$ cat config.mk
export PLATFORM = sky130hd
export DESIGN_NAME = bbiow_regs
export DESIGN_NICKNAME = d
export VERILOG_FILES = /design/src/verilog/bbiow_regs.v /design/src/verilog/bbiow_win_cmp.v
export VERILOG_INCLUDE_DIRS = /design/src /design/src/verilog
export SDC_FILE = /design/constraint.sdc
export NUM_CORES = 1
export LEC_CHECK = 0
export BUFFER_PORTS_ARGS = -buffer_cell sky130_fd_sc_hd__buf_2
export CELL_PAD_IN_SITES_DETAIL_PLACEMENT = 1
export CELL_PAD_IN_SITES_GLOBAL_PLACEMENT = 1
export CORE_MARGIN = 4
export CORE_UTILIZATION = 33
export CTS_CLUSTER_DIAMETER = 30
export DETAILED_ROUTE_END_ITERATION = 8
export PLACE_DENSITY_LB_ADDON = 0.1
export SETUP_SLACK_MARGIN = 0.3
export SLEW_MARGIN = 30
export SYNTH_ARGS = -nofsm -noshare
export SYNTH_HDL_FRONTEND = slang
export SYNTH_SLANG_ARGS = --single-unit
$ cat constraint.sdc
create_clock -name i_sys_clk -period 4.2 [get_ports i_sys_clk]
set_input_delay 0.63 -clock i_sys_clk [delete_from_list [all_inputs] [get_ports i_sys_clk]]
set_output_delay 0.63 -clock i_sys_clk [all_outputs]
set_load 0.05 [all_outputs]
$ cat src/verilog/bbiow_map.vh
`ifndef BBIOW_MAP_VH
`define BBIOW_MAP_VH

// Register byte offsets (low address byte only)
`define BBIOW_OFS_BUS      8'h18
`define BBIOW_OFS_IOSTAT   8'h1c
`define BBIOW_OFS_IOUP     8'h30
`define BBIOW_OFS_BRCTL    8'h3c

// Field positions, bus number word
`define BBIOW_SEC_LSB      8
`define BBIOW_SUB_LSB      16
`define BBIOW_LAT_LSB      24

// Field positions, I/O window and secondary status word
`define BBIOW_IOB_CAP_LSB  0
`define BBIOW_IOB_LSB      4
`define BBIOW_IOL_CAP_LSB  8
`define BBIOW_IOL_LSB      12
`define BBIOW_M66_BIT      21
`define BBIOW_FB2B_BIT     23
`define BBIOW_MDPE_BIT     24

// Field positions, I/O upper halves and bridge control
`define BBIOW_IOBU_LSB     0
`define BBIOW_IOLU_LSB     16
`define BBIOW_PERE_BIT     16

// Constant and reset values
`define BBIOW_IO_CAP       4'h1
`define BBIOW_LAT_VAL      8'h00
`define BBIOW_M66_VAL      1'b0
`define BBIOW_FB2B_VAL     1'b0
`define BBIOW_BUS_RST      8'h00
`define BBIOW_NIB_RST      4'h0
`define BBIOW_UP_RST       16'h0000
`define BBIOW_FLAG_RST     1'b0
`define BBIOW_IO_LO_BASE   12'h000
`define BBIOW_IO_LO_LIMIT  12'hfff

// AHB-Lite encodings
`define BBIOW_HSIZE_WORD   3'b010
`define BBIOW_HRESP_OKAY   1'b0

`endif

$ cat src/verilog/bbiow_regs.v
`timescale 1ns/1ns
`include "bbiow_map.vh"
module bbiow_regs (
   input  wire        i_sys_clk,
   input  wire        i_nrst,
   // AHB-Lite slave
   input  wire        i_hsel,
   input  wire [31:0] i_haddr,
   input  wire [1:0]  i_htrans,
   input  wire        i_hwrite,
   input  wire [2:0]  i_hsize,
   input  wire        i_hready,
   input  wire [31:0] i_hwdata,
   output reg  [31:0] o_hrdata,
   output wire        o_hreadyout,
   output wire        o_hresp,
   // Secondary side events and I/O forwarding
   input  wire        i_sec_par_err,
   input  wire        i_io_req,
   input  wire [31:0] i_io_addr,
   output wire        o_io_fwd_valid,
   output wire        o_io_fwd,
   output wire [7:0]  o_sec_bus,
   output wire [7:0]  o_sub_bus
);

   ////////////////////////////////////////////////////////////////////////
   // Registers

   reg  [7:0]  sec_bus_q;
   reg  [7:0]  sub_bus_q;
   reg  [3:0]  io_base_q;
   reg  [3:0]  io_limit_q;
   reg  [15:0] io_base_up_q;
   reg  [15:0] io_limit_up_q;
   reg         par_resp_en_q;
   reg         mdpe_q;

   // Bus pipeline
   reg         wr_pend_q;
   reg  [7:0]  wr_addr_q;
   reg         rd_wait_q;
   reg  [7:0]  rd_addr_q;

   wire        addr_ok;
   wire        wr_bus;
   wire        wr_iostat;
   wire        wr_ioup;
   wire        wr_brctl;
   wire        mdpe_set;
   reg  [31:0] rd_mux;
   wire [31:0] win_base;
   wire [31:0] win_limit;

   ////////////////////////////////////////////////////////////////////////
   // AHB-Lite address and data phases

   // Reads take one wait state so a read that follows a write sees the
   // value the write just stored; writes complete with no wait.
   assign o_hreadyout = ~rd_wait_q;
   assign o_hresp     = `BBIOW_HRESP_OKAY;

   // Only whole-word transfers are taken; other sizes complete as no-ops
   assign addr_ok = i_hsel & i_htrans[1] & i_hready
                    & (i_hsize == `BBIOW_HSIZE_WORD);

   always @(posedge i_sys_clk or negedge i_nrst) begin
      if (!i_nrst) begin
         wr_pend_q <= 1'b0;
         wr_addr_q <= 8'h00;
         rd_wait_q <= 1'b0;
         rd_addr_q <= 8'h00;
      end else begin
         wr_pend_q <= addr_ok & i_hwrite;
         rd_wait_q <= addr_ok & ~i_hwrite;
         if (addr_ok & i_hwrite) begin
            wr_addr_q <= i_haddr[7:0];
         end
         if (addr_ok & ~i_hwrite) begin
            rd_addr_q <= i_haddr[7:0];
         end
      end
   end

   assign wr_bus    = wr_pend_q & (wr_addr_q == `BBIOW_OFS_BUS);
   assign wr_iostat = wr_pend_q & (wr_addr_q == `BBIOW_OFS_IOSTAT);
   assign wr_ioup   = wr_pend_q & (wr_addr_q == `BBIOW_OFS_IOUP);
   assign wr_brctl  = wr_pend_q & (wr_addr_q == `BBIOW_OFS_BRCTL);

   ////////////////////////////////////////////////////////////////////////
   // Writable fields

   always @(posedge i_sys_clk or negedge i_nrst) begin
      if (!i_nrst) begin
         sec_bus_q     <= `BBIOW_BUS_RST;
         sub_bus_q     <= `BBIOW_BUS_RST;
         io_base_q     <= `BBIOW_NIB_RST;
         io_limit_q    <= `BBIOW_NIB_RST;
         io_base_up_q  <= `BBIOW_UP_RST;
         io_limit_up_q <= `BBIOW_UP_RST;
         par_resp_en_q <= `BBIOW_FLAG_RST;
      end else begin
         if (wr_bus) begin
            sec_bus_q <= i_hwdata[`BBIOW_SEC_LSB +: 8];
            sub_bus_q <= i_hwdata[`BBIOW_SUB_LSB +: 8];
         end
         if (wr_iostat) begin
            io_base_q  <= i_hwdata[`BBIOW_IOB_LSB +: 4];
            io_limit_q <= i_hwdata[`BBIOW_IOL_LSB +: 4];
         end
         if (wr_ioup) begin
            io_base_up_q  <= i_hwdata[`BBIOW_IOBU_LSB +: 16];
            io_limit_up_q <= i_hwdata[`BBIOW_IOLU_LSB +: 16];
         end
         if (wr_brctl) begin
            par_resp_en_q <= i_hwdata[`BBIOW_PERE_BIT];
         end
      end
   end

   ////////////////////////////////////////////////////////////////////////
   // Master data parity flag

   assign mdpe_set = i_sec_par_err & par_resp_en_q;

   // A parity event in the clearing cycle wins so no error is lost
   always @(posedge i_sys_clk or negedge i_nrst) begin
      if (!i_nrst) begin
         mdpe_q <= `BBIOW_FLAG_RST;
      end else if (mdpe_set) begin
         mdpe_q <= 1'b1;
      end else if (wr_iostat & i_hwdata[`BBIOW_MDPE_BIT]) begin
         mdpe_q <= 1'b0;
      end
   end

   ////////////////////////////////////////////////////////////////////////
   // Read data

   // Hardwired fields come from constants, so writes never reach them
   always @* begin
      rd_mux = 32'h0000_0000;
      case (rd_addr_q)
         `BBIOW_OFS_BUS: begin
            rd_mux[`BBIOW_SEC_LSB +: 8] = sec_bus_q;
            rd_mux[`BBIOW_SUB_LSB +: 8] = sub_bus_q;
            rd_mux[`BBIOW_LAT_LSB +: 8] = `BBIOW_LAT_VAL;
         end
         `BBIOW_OFS_IOSTAT: begin
            rd_mux[`BBIOW_IOB_CAP_LSB +: 4] = `BBIOW_IO_CAP;
            rd_mux[`BBIOW_IOB_LSB +: 4]     = io_base_q;
            rd_mux[`BBIOW_IOL_CAP_LSB +: 4] = `BBIOW_IO_CAP;
            rd_mux[`BBIOW_IOL_LSB +: 4]     = io_limit_q;
            rd_mux[`BBIOW_M66_BIT]          = `BBIOW_M66_VAL;
            rd_mux[`BBIOW_FB2B_BIT]         = `BBIOW_FB2B_VAL;
            rd_mux[`BBIOW_MDPE_BIT]         = mdpe_q;
         end
         `BBIOW_OFS_IOUP: begin
            rd_mux[`BBIOW_IOBU_LSB +: 16] = io_base_up_q;
            rd_mux[`BBIOW_IOLU_LSB +: 16] = io_limit_up_q;
         end
         `BBIOW_OFS_BRCTL: begin
            rd_mux[`BBIOW_PERE_BIT] = par_resp_en_q;
         end
         default: begin
            rd_mux = 32'h0000_0000;
         end
      endcase
   end

   always @(posedge i_sys_clk or negedge i_nrst) begin
      if (!i_nrst) begin
         o_hrdata <= 32'h0000_0000;
      end else if (rd_wait_q) begin
         o_hrdata <= rd_mux;
      end
   end

   ////////////////////////////////////////////////////////////////////////
   // I/O window

   assign win_base  = {io_base_up_q, io_base_q,
                       `BBIOW_IO_LO_BASE};
   assign win_limit = {io_limit_up_q, io_limit_q,
                       `BBIOW_IO_LO_LIMIT};

   bbiow_win_cmp #(
      .AW (32)
   ) u_win (
      .i_sys_clk (i_sys_clk),
      .i_nrst    (i_nrst),
      .i_base    (win_base),
      .i_limit   (win_limit),
      .i_req     (i_io_req),
      .i_addr    (i_io_addr),
      .o_valid   (o_io_fwd_valid),
      .o_hit     (o_io_fwd)
   );

   assign o_sec_bus = sec_bus_q;
   assign o_sub_bus = sub_bus_q;

endmodule

$ cat src/verilog/bbiow_win_cmp.v
`timescale 1ns/1ns
// Registered I/O window check: hit when base <= addr <= limit.
module bbiow_win_cmp #(
   parameter AW = 32
) (
   input  wire          i_sys_clk,
   input  wire          i_nrst,
   input  wire [AW-1:0] i_base,
   input  wire [AW-1:0] i_limit,
   input  wire          i_req,
   input  wire [AW-1:0] i_addr,
   output reg           o_valid,
   output reg           o_hit
);

   wire hit_d;

   // An empty window (limit below base) never hits
   assign hit_d = (i_addr >= i_base) && (i_addr <= i_limit);

   always @(posedge i_sys_clk or negedge i_nrst) begin
      if (!i_nrst) begin
         o_valid <= 1'b0;
         o_hit   <= 1'b0;
      end else begin
         o_valid <= i_req;
         o_hit   <= i_req & hit_d;
      end
   end

endmodule

==> out/results.tsv, run 1 <==
metric	value	unit
initial drt markers	148	
critical path cell sequence	inv_1 > buf_2	
synth warn	0	
adder-cell area share of the yosys netlist	0.08949	
leading area contributor after synthesis	dfrtp_1	
Worst Path Buf+Inv	2	
Max Slew Vio Count	0	
# port buffers	133	
worst-skew pair later-pin latency	0.35	ns
Setup TNS Final	0	ns
Top FF cell, synth	dfrtp_1	
crit path time final	2.418	ns
global-route wire length before repair	26.26	mm
FF/Latch Area	2753	um2
post-route clock period utilization	0.5758	
Unique masters post-synth	43	
WL per Instance	18.93	um
Layout area overhead	21.21	%
gr usage total	0.1722	
syn nets	643	
delay-heaviest family, CP	buffers and inverters	
multi-input combinational cell area	2539	um2
dpl cells	836	
Fmax achieved	413.5	MHz
Fillers	1898	
Design Power	2.517	mW
Yosys reg bits	110	
Worst Clk Skew	0.01200	ns
vias in the first global route	4807	
status	complete, no violations	
share of layout cells above drive strength 1	0.3513	
Slowest-stage cell, CP	inv_1	
Synth Area in Simple Gates	0.1221	
grt ovf	0	
leakage	3.591	nW
crit-path max FO	20	
Synth Cell Area	5593	um2
clk root buf	clkbuf_16	
Post-Syn Instances	495	
detailed placement HPWL	12.10	mm
CP Data Required Time	3.57	ns
Hold Crit Class	primary input to async pin	
Clock transition at path regs	0.08	ns
Via density	4.931	
most frequent cells in the layout	132 x buf_2, 110 x dfrtp_1, 51 x inv_1	
Setup CP Type	flop to output port	
TritonCTS Buffers	9	
die area	19100	um2
row cnt	47	
post-synthesis xor/xnor area fraction	0	
layout net count	775	
Antenna Cells	0	
Final Setup Violations	0	
sequential share of the synthesized area	0.4922	
I/O pins	160	
clock sinks	110	
Slowest Stage Delay on Critical Path	0.65	ns
antenna viol nets, final	0	
drt pass-1 iters	4	
Placer Congestion	0.7473	
CTS HTree Levels	3	
largest family of logic cells by synthesized area	multiplexers	
cts hold-fix bufs	0	
final hold violation count	0	
Vias	4201	
non-filler cells, final	852	
post-cts resize count	0	
post-layout util	0.4088	
mux share of post-synthesis cell area	0.1436	
Peak supply drop	0.0001962	V
unrepaired setup endpoints after global routing	false	
worst-case clock buffer depth	2	
die height	138.2	um
antenna violations before repair	0	
Tightest Pin Transition	0.9460	ns
WP data arrival	1.79	ns
Synth Area in Compound Gates	0.09687	
async set-reset flop share out of synthesis	1.000	
Critical Path Start Type	flop	
CTS tree	done	
post-CTS setup buffers	0	
Post-synth EDFFs	0	
Slew HR	0.3646	
Core Area	16580	um2
die width	138.2	um
leading post-synthesis cells by cell area	dfrtp_1 49%, mux2_4 11%, ha_1 8.9%	
syn avg cell area	11.30	um2
WL final	16.13	mm
largest net degree at the start of global routing	66	
most common cell after layout, fill and taps aside	buf_2	
max-cap viol count	0	
CP endpoint kind	output port	
post-synth top area share	0.4922	
PD cells	371.3	nW/um2
DRC viols	0	
starting density of the core	0.3373	
-- final timing paths --
check                                   from                 to  slack [ns]  depth (start not counted)
worst max-delay path               rd_wait_q        o_hreadyout        1.78                          2
worst min-delay path                  i_nrst    io_base_up_q[5]        0.27                          1
worst max register to register  wr_addr_q[1]  io_limit_up_q[10]        1.84                          5
worst min register to register  wr_addr_q[6]       wr_addr_q[6]        0.47                          2
max in group asynchronous             i_nrst       rd_addr_q[5]        3.13                          2
min in group i_sys_clk              i_io_req      u_win.o_valid        0.42                          1
-- power by group --
group | switching (mW) | total (mW) | internal (mW)
clock | 0.421 | 0.851 | 0.430
combinational | 0.314 | 0.468 | 0.155
sequential | 0.0607 | 1.20 | 1.14
total | 0.795 | 2.52 | 1.72
-- routing by layer --
layer,up-vias,routed length [um],GRT usage
li1,2006,-,-
met1,2087,7531,0.2315
met2,94,7853,0.2875
met3,14,566,0.03453
met4,0,179,0.04160
met5,-,0,0
-- cell type report --
class                      count  share of cell area
tap                          220             0.04061
clock buffer                  10             0.03525
sequential                   110              0.4061
timing repair buffer         140              0.1069
multi-input combinational    314              0.3745
clock inverter                 6            0.007937
inverter                      52             0.02879
-- per-stage QoR --
step	hold slack, ns	cell area, um2	worst slack [ns]
floorplan	0.3344	5593	2.093
global placement	0.4523	6482	1.692
detailed placement	0.4574	6482	1.704
CTS	0.4103	6775	1.735
global route	0.3197	6779	1.664
finish	0.2659	6779	1.782
-- state kept, by name, summed over array words and instances, names as in the netlist --
register and cells:
mdpe_q 1, o_sec_bus 8, u_win.o_hit 1, o_hrdata 32
io_base_up_q 16, io_limit_up_q 16, io_base_q 4, rd_addr_q 8
wr_addr_q 8, rd_wait_q 1, o_sub_bus 8, wr_pend_q 1
par_resp_en_q 1, u_win.o_valid 1, io_limit_q 4
-- cell families after synthesis --
| group | after synthesis |
|---|---|
| and+or+nand+nor | 135 |
| DFF | 110 |
| AOI/OAI and AO/OA | 80 |
| buffers and inverters | 71 |
| muxes | 58 |
| adders and majority gates | 40 |
| other | 1 |
-- cell usage after synthesis (7+ instances only) --
cell type  count
nand4_1       10
a221oi_1      18
o21ai_0       23
mux2_4        40
clkbuf_1       7
nand2_1       46
inv_1         51
dfrtp_1      110
mux2_2        18
nand3_1       14
a21oi_1       19
ha_1          40
nor2_1        42
Power figures use the tool's default switching activity.
==> run 2, diff against run 1 <==
clock period = 2.35 ns   (was 4.2 ns; I/O delays follow)
==> run 2 against run 1 <==
Power grew 83%. Sequential power grew 78%. First-iteration DRC count shrank 7.4%. Register-to-register slack lost 1.4 ns. Count of clock-buffer cells in the layout grew 3. Clock skew shrank 0.0056 ns. Clock power grew 89%. Worst hold slack lost 0.13 ns. Critical path type is now flop to flop. Largest power group unchanged. Highest routed layer unchanged.
==> out/results.tsv, run 2 (synthesis gave the netlist of run 1 again) <==
metric	value	unit
status	complete, no violations	
Slowest-stage cell, CP	a2111oi_4	
I/O pins	160	
Fillers	1875	
Setup CP Type	flop to flop	
most common cell after layout, fill and taps aside	buf_2	
hold worst-path end	u_win.o_valid	
PD cells	658.4	nW/um2
worst reg2reg path depth	7	
Max Slew Vio Count	0	
initial drt markers	137	
worst-case clock buffer depth	2	
vias in the first global route	4585	
post-route clock period utilization	0.8318	
Layout area overhead	24.99	%
die height	138.2	um
max-cap viol count	0	
Via density	4.870	
die width	138.2	um
Pint	3.219	mW
share of layout cells above drive strength 1	0.3619	
CP most frequent cell	a2111oi_4	
critical path cell sequence	inv_1 > ha_1 > a2111oi_4 > a2111oi_4 > o211ai_1 > a21oi_1 > o311a_1	
grt ovf	0	
Worst Path Buf+Inv	1	
Antenna Cells	0	
Sequential Power Share	0.465	
CTS HTree Levels	3	
WL final	15.77	mm
layout net count	784	
clock sinks	110	
Vias	4193	
antenna violations before repair	0	
worst reg2reg path endpoint	u_win.o_hit	
multi-input combinational cell area	2604	um2
flip-flop count of the largest register after layout	32	
Comb power frac	0.185	
Reg with most FFs	o_hrdata	
Worst Clk Skew	0.006394	ns
NetSw	1.384	mW
Hold Crit Class	primary input to flop	
worst-skew pair later-pin latency	0.35	ns
# port buffers	133	
crit path time final	1.955	ns
post-layout util	0.4215	
FF/Latch Area	2753	um2
sw frac	0.3007	
Fmax achieved	511.6	MHz
leakage	3.676	nW
hold depth	1	
CP endpoint kind	flop	
TritonCTS Buffers	9	
WL per Instance	18.32	um
clk root buf	clkbuf_16	
global-route wire length before repair	25.53	mm
CP Data Required Time	2.59	ns
most frequent cells in the layout	132 x buf_2, 110 x dfrtp_1, 51 x inv_1	
largest net degree at the start of global routing	51	
detailed placement HPWL	12.03	mm
crit-path max FO	2	
FF-to-FF Start	io_base_q[3]	
Clock transition at path regs	0.07	ns
Critical Path Start Type	flop	
Placer Congestion	0.7781	
drt pass-1 iters	4	
Setup TNS Final	0	ns
WP data arrival	2.19	ns
Final Setup Violations	0	
Slew HR	0.6243	
die area	19100	um2
DRC viols	0	
Hold Path Origin	i_io_req	
Core Area	16580	um2
Peak supply drop	0.0003613	V
Tightest Pin Transition	0.5587	ns
antenna viol nets, final	0	
CTS tree	done	
R2R setup slack	0.40	ns
top flop regs	o_hrdata: 32 flops, io_base_up_q: 16 flops, io_limit_up_q: 16 flops	
starting density of the core	0.3373	
row cnt	47	
unrepaired setup endpoints after global routing	false	
final hold violation count	0	
Slowest Stage Delay on Critical Path	0.39	ns
delay-heaviest family, CP	compound AO/OA/AOI/OAI gates	
gr usage total	0.1681	
Clock power frac	0.350	
-- run 2: changes by cell type in the layout (fill, tap and decap cells not counted), sizes merged --
| cell | change |
|---|---|
| buf | +8 |
| bufinv | +1 |
| clkbuf | +3 |
| clkinv | -4 |
| dlygate4sd3 | +1 |
-- run 2: repair_timing --
item	CTS	global route
endpoints found under the hold margin	13	0
setup endpoints to repair	2	6
gates resized for setup	2	7
setup buffers	1	1
hold buffers	1	0
pin swaps	0	4
-- run 2: how the worst max path moves through the flow --
stage	depth (start not counted)	slack, ns	end	startpoint
global placement	8	0.16	u_win.o_hit	i_io_addr[13]
global route	7	0.29	u_win.o_hit	io_base_q[3]
floorplan	8	0.52	u_win.o_hit	io_base_q[1]
CTS	8	0.30	u_win.o_hit	io_base_q[1]
detailed placement	8	0.15	u_win.o_hit	i_io_addr[13]
finish	7	0.40	u_win.o_hit	io_base_q[3]
-- run 2: final cells by class --
class                           instances  share of cell area
Clock buffer                           13             0.03723
Clock inverter                          3            0.007159
Inverter                               52             0.02792
Multi-Input combinational cell        314              0.3725
Sequential cell                       110              0.3938
Tap cell                              220             0.03938
Timing Repair Buffer                  149              0.1221
-- run 2: stage by stage --
step | instance area [um2] | cells | hold slack (ns) | power [mW] | setup WS, ns
after floorplan | 5593 | 495 | 0.05691 | 2.700 | 0.5155
after global placement | 6578 | 842 | 0.2375 | 3.007 | 0.1625
after detailed placement | 6578 | 842 | 0.2362 | 3.030 | 0.1487
after CTS | 6908 | 860 | 0.1192 | 4.677 | 0.3027
after global routing | 6990 | 861 | 0.1245 | 4.841 | 0.2920
final | 6990 | 861 | 0.1338 | 4.603 | 0.3952
-- run 2: power groups by stage --
stage          clock network (mW)  logic [mW]  registers [mW]
6_report                     1.61       0.851            2.14
2_1_floorplan                   0       0.272            2.43
3_3_place_gp                    0       0.834            2.17
4_1_cts                      1.68       0.856            2.14
5_1_grt                      1.75       0.928            2.16
3_5_place_dp                    0       0.850            2.18
-- run 2: metal layers --
metal / share of wire / global-route usage
met1: 0.48 / 0.2350
met2: 0.47 / 0.2675
met3: 0.033 / 0.03280
met4: 0.012 / 0.04732
met5: 0 / 0
==> run 3, diff against run 2 <==
clock period = 1.9 ns   (was 2.35 ns; I/O delays follow)
==> run 3 against run 2 <==
The run now ends with negative setup slack left. First-iteration DRC count increased by 33%. Register-to-register slack got worse by 0.44 ns. Sequential cell count unchanged. Cell count increased by 4.4%. Largest power group unchanged. Highest routed layer unchanged.
==> out/results.tsv, run 3 (synthesis gave the netlist of run 1 again) <==
metric	value	unit
DRC viols	0	
Hold Slack	0.06280	ns
worst reg2reg path depth	8	
most common cell after layout, fill and taps aside	buf_2	
CTS HTree Levels	3	
status	finished, violations left	
grt ovf	0	
share of layout cells above drive strength 1	0.4757	
Reg with most FFs	o_hrdata	
WL final	17.51	mm
WP data arrival	2.20	ns
PD cells	733.6	nW/um2
# port buffers	133	
layout net count	822	
unrepaired setup endpoints after global routing	true	
largest net degree at the start of global routing	61	
top flop regs	o_hrdata: 32 flops, io_base_up_q: 16 flops, io_limit_up_q: 16 flops	
Setup WS post-layout	-0.04959	ns
Hold Crit Class	primary input to flop	
die area	19100	um2
die height	138.2	um
max-cap viol count	0	
antenna violations before repair	0	
vias in the first global route	4840	
TritonCTS Buffers	9	
Final Setup Violations	1	
leakage	4.100	nW
Vias	4388	
Design Power	5.782	mW
Clock transition at path regs	0.07	ns
Worst Clk Skew	0.009904	ns
Setup CP Type	flop to flop	
worst-case clock buffer depth	2	
crit path time final	1.950	ns
I/O pins	160	
Placer Congestion	0.7699	
Setup TNS Final	-0.04959	ns
Layout area overhead	40.92	%
Critical Path Start Type	flop	
WL met3	519	um
clock sinks	110	
Max Slew Vio Count	0	
top sig layer	met4	
WL per Instance	19.48	um
flip-flop count of the largest register after layout	32	
DR WL met2	8.738	mm
global-route wire length before repair	26.40	mm
final hold violation count	0	
critical path cell sequence	inv_2 > ha_4 > nor2b_2 > a2111oi_4 > a2111oi_4 > o211ai_1 > a21oi_1 > o311a_1	
initial drt markers	182	
worst-skew pair later-pin latency	0.36	ns
failing checks	negative setup slack	
die width	138.2	um
DRT met1 WL	8.036	mm
starting density of the core	0.3373	
Peak supply drop	0.0004703	V
Via density	4.881	
Antenna Cells	0	
Core Area	16580	um2
gr usage total	0.1761	
row cnt	47	
drt pass-1 iters	4	
CP Data Required Time	2.15	ns
CP endpoint kind	flop	
clk root buf	clkbuf_16	
detailed placement HPWL	12.01	mm
antenna viol nets, final	0	
most frequent cells in the layout	132 x buf_2, 109 x dfrtp_1, 49 x inv_1, 49 x mux2_4, 39 x nor2_1	
Fmax achieved	512.9	MHz
CTS tree	done	
crit-path max FO	2	
hold depth	1	
Slowest-stage cell, CP	dfrtp_1	
Design Area, Final	7881	um2
post-place instance area	6729	um2
Slowest Stage Delay on Critical Path	0.40	ns
CP most frequent cell	a2111oi_4	
post-route clock period utilization	1.026	
## run 3: layout make-up
cell class	instances	area, um2
fillers	1827	8702
clock inverters	4	55.05
repair buffers	187	1406
clock buffers	12	246.5
flip-flops and latches	110	2754
inverters	52	195.2
well taps	220	275.3
multi-input cells	314	2949
## run 3: per-layer routing
metal / global-route usage / up-vias
met2: 0.2924 / 85
li1: - / 2098
met3: 0.04109 / 15
met1: 0.2330 / 2190
met5: 0 / -
met4: 0.04576 / 0
## run 3: what timing repair did
action	4_1_cts	5_1_grt
gates resized for setup	41	81
endpoints found under the setup margin	84	85
hold buffers	1	0
buffers inserted	11	5
endpoints found under the hold margin	110	0
gates cloned	5	3
pin swaps	13	41
## run 3: path summary, 6_finish.rpt
check	from	end	slack, ns
worst max-delay path	io_base_q[1]	u_win.o_hit	-0.05
worst min-delay path	i_io_req	u_win.o_valid	0.06
worst max register to register	io_base_q[1]	u_win.o_hit	-0.05
worst min register to register	wr_addr_q[6]	wr_addr_q[6]	0.47
max in group asynchronous	i_nrst	rd_addr_q[5]	1.11
min in group asynchronous	i_nrst	io_limit_up_q[13]	0.46
## run 3: report_power, final
part | internal (mW) | switching, mW | total (mW)
logic | 0.405 | 0.738 | 1.14
registers | 2.52 | 0.153 | 2.67
clock network | 1.07 | 0.900 | 1.97
total | 3.99 | 1.79 | 5.78
## run 3: per-stage QoR
| step | setup slack (ns) | utilization | std cells |
|---|---|---|---|
| floorplan | 0.1346 | - | 495 |
| global placement | -0.1102 | 0.4058 | 858 |
| detailed placement | -0.1785 | 0.4058 | 858 |
| CTS | -0.04369 | 0.4449 | 891 |
| global route | -0.1610 | 0.4753 | 899 |
| finish | -0.04959 | 0.4753 | 899 |
## run 3: worst max-delay path: cells and delay by family (launching register included)
family,cells,cell delay (ns)
and+or+nand+nor,1,0.17
AOI/OAI and AO/OA,5,0.95
adders and majority gates,1,0.21
buffers and inverters,1,0.10
DFF,1,0.40
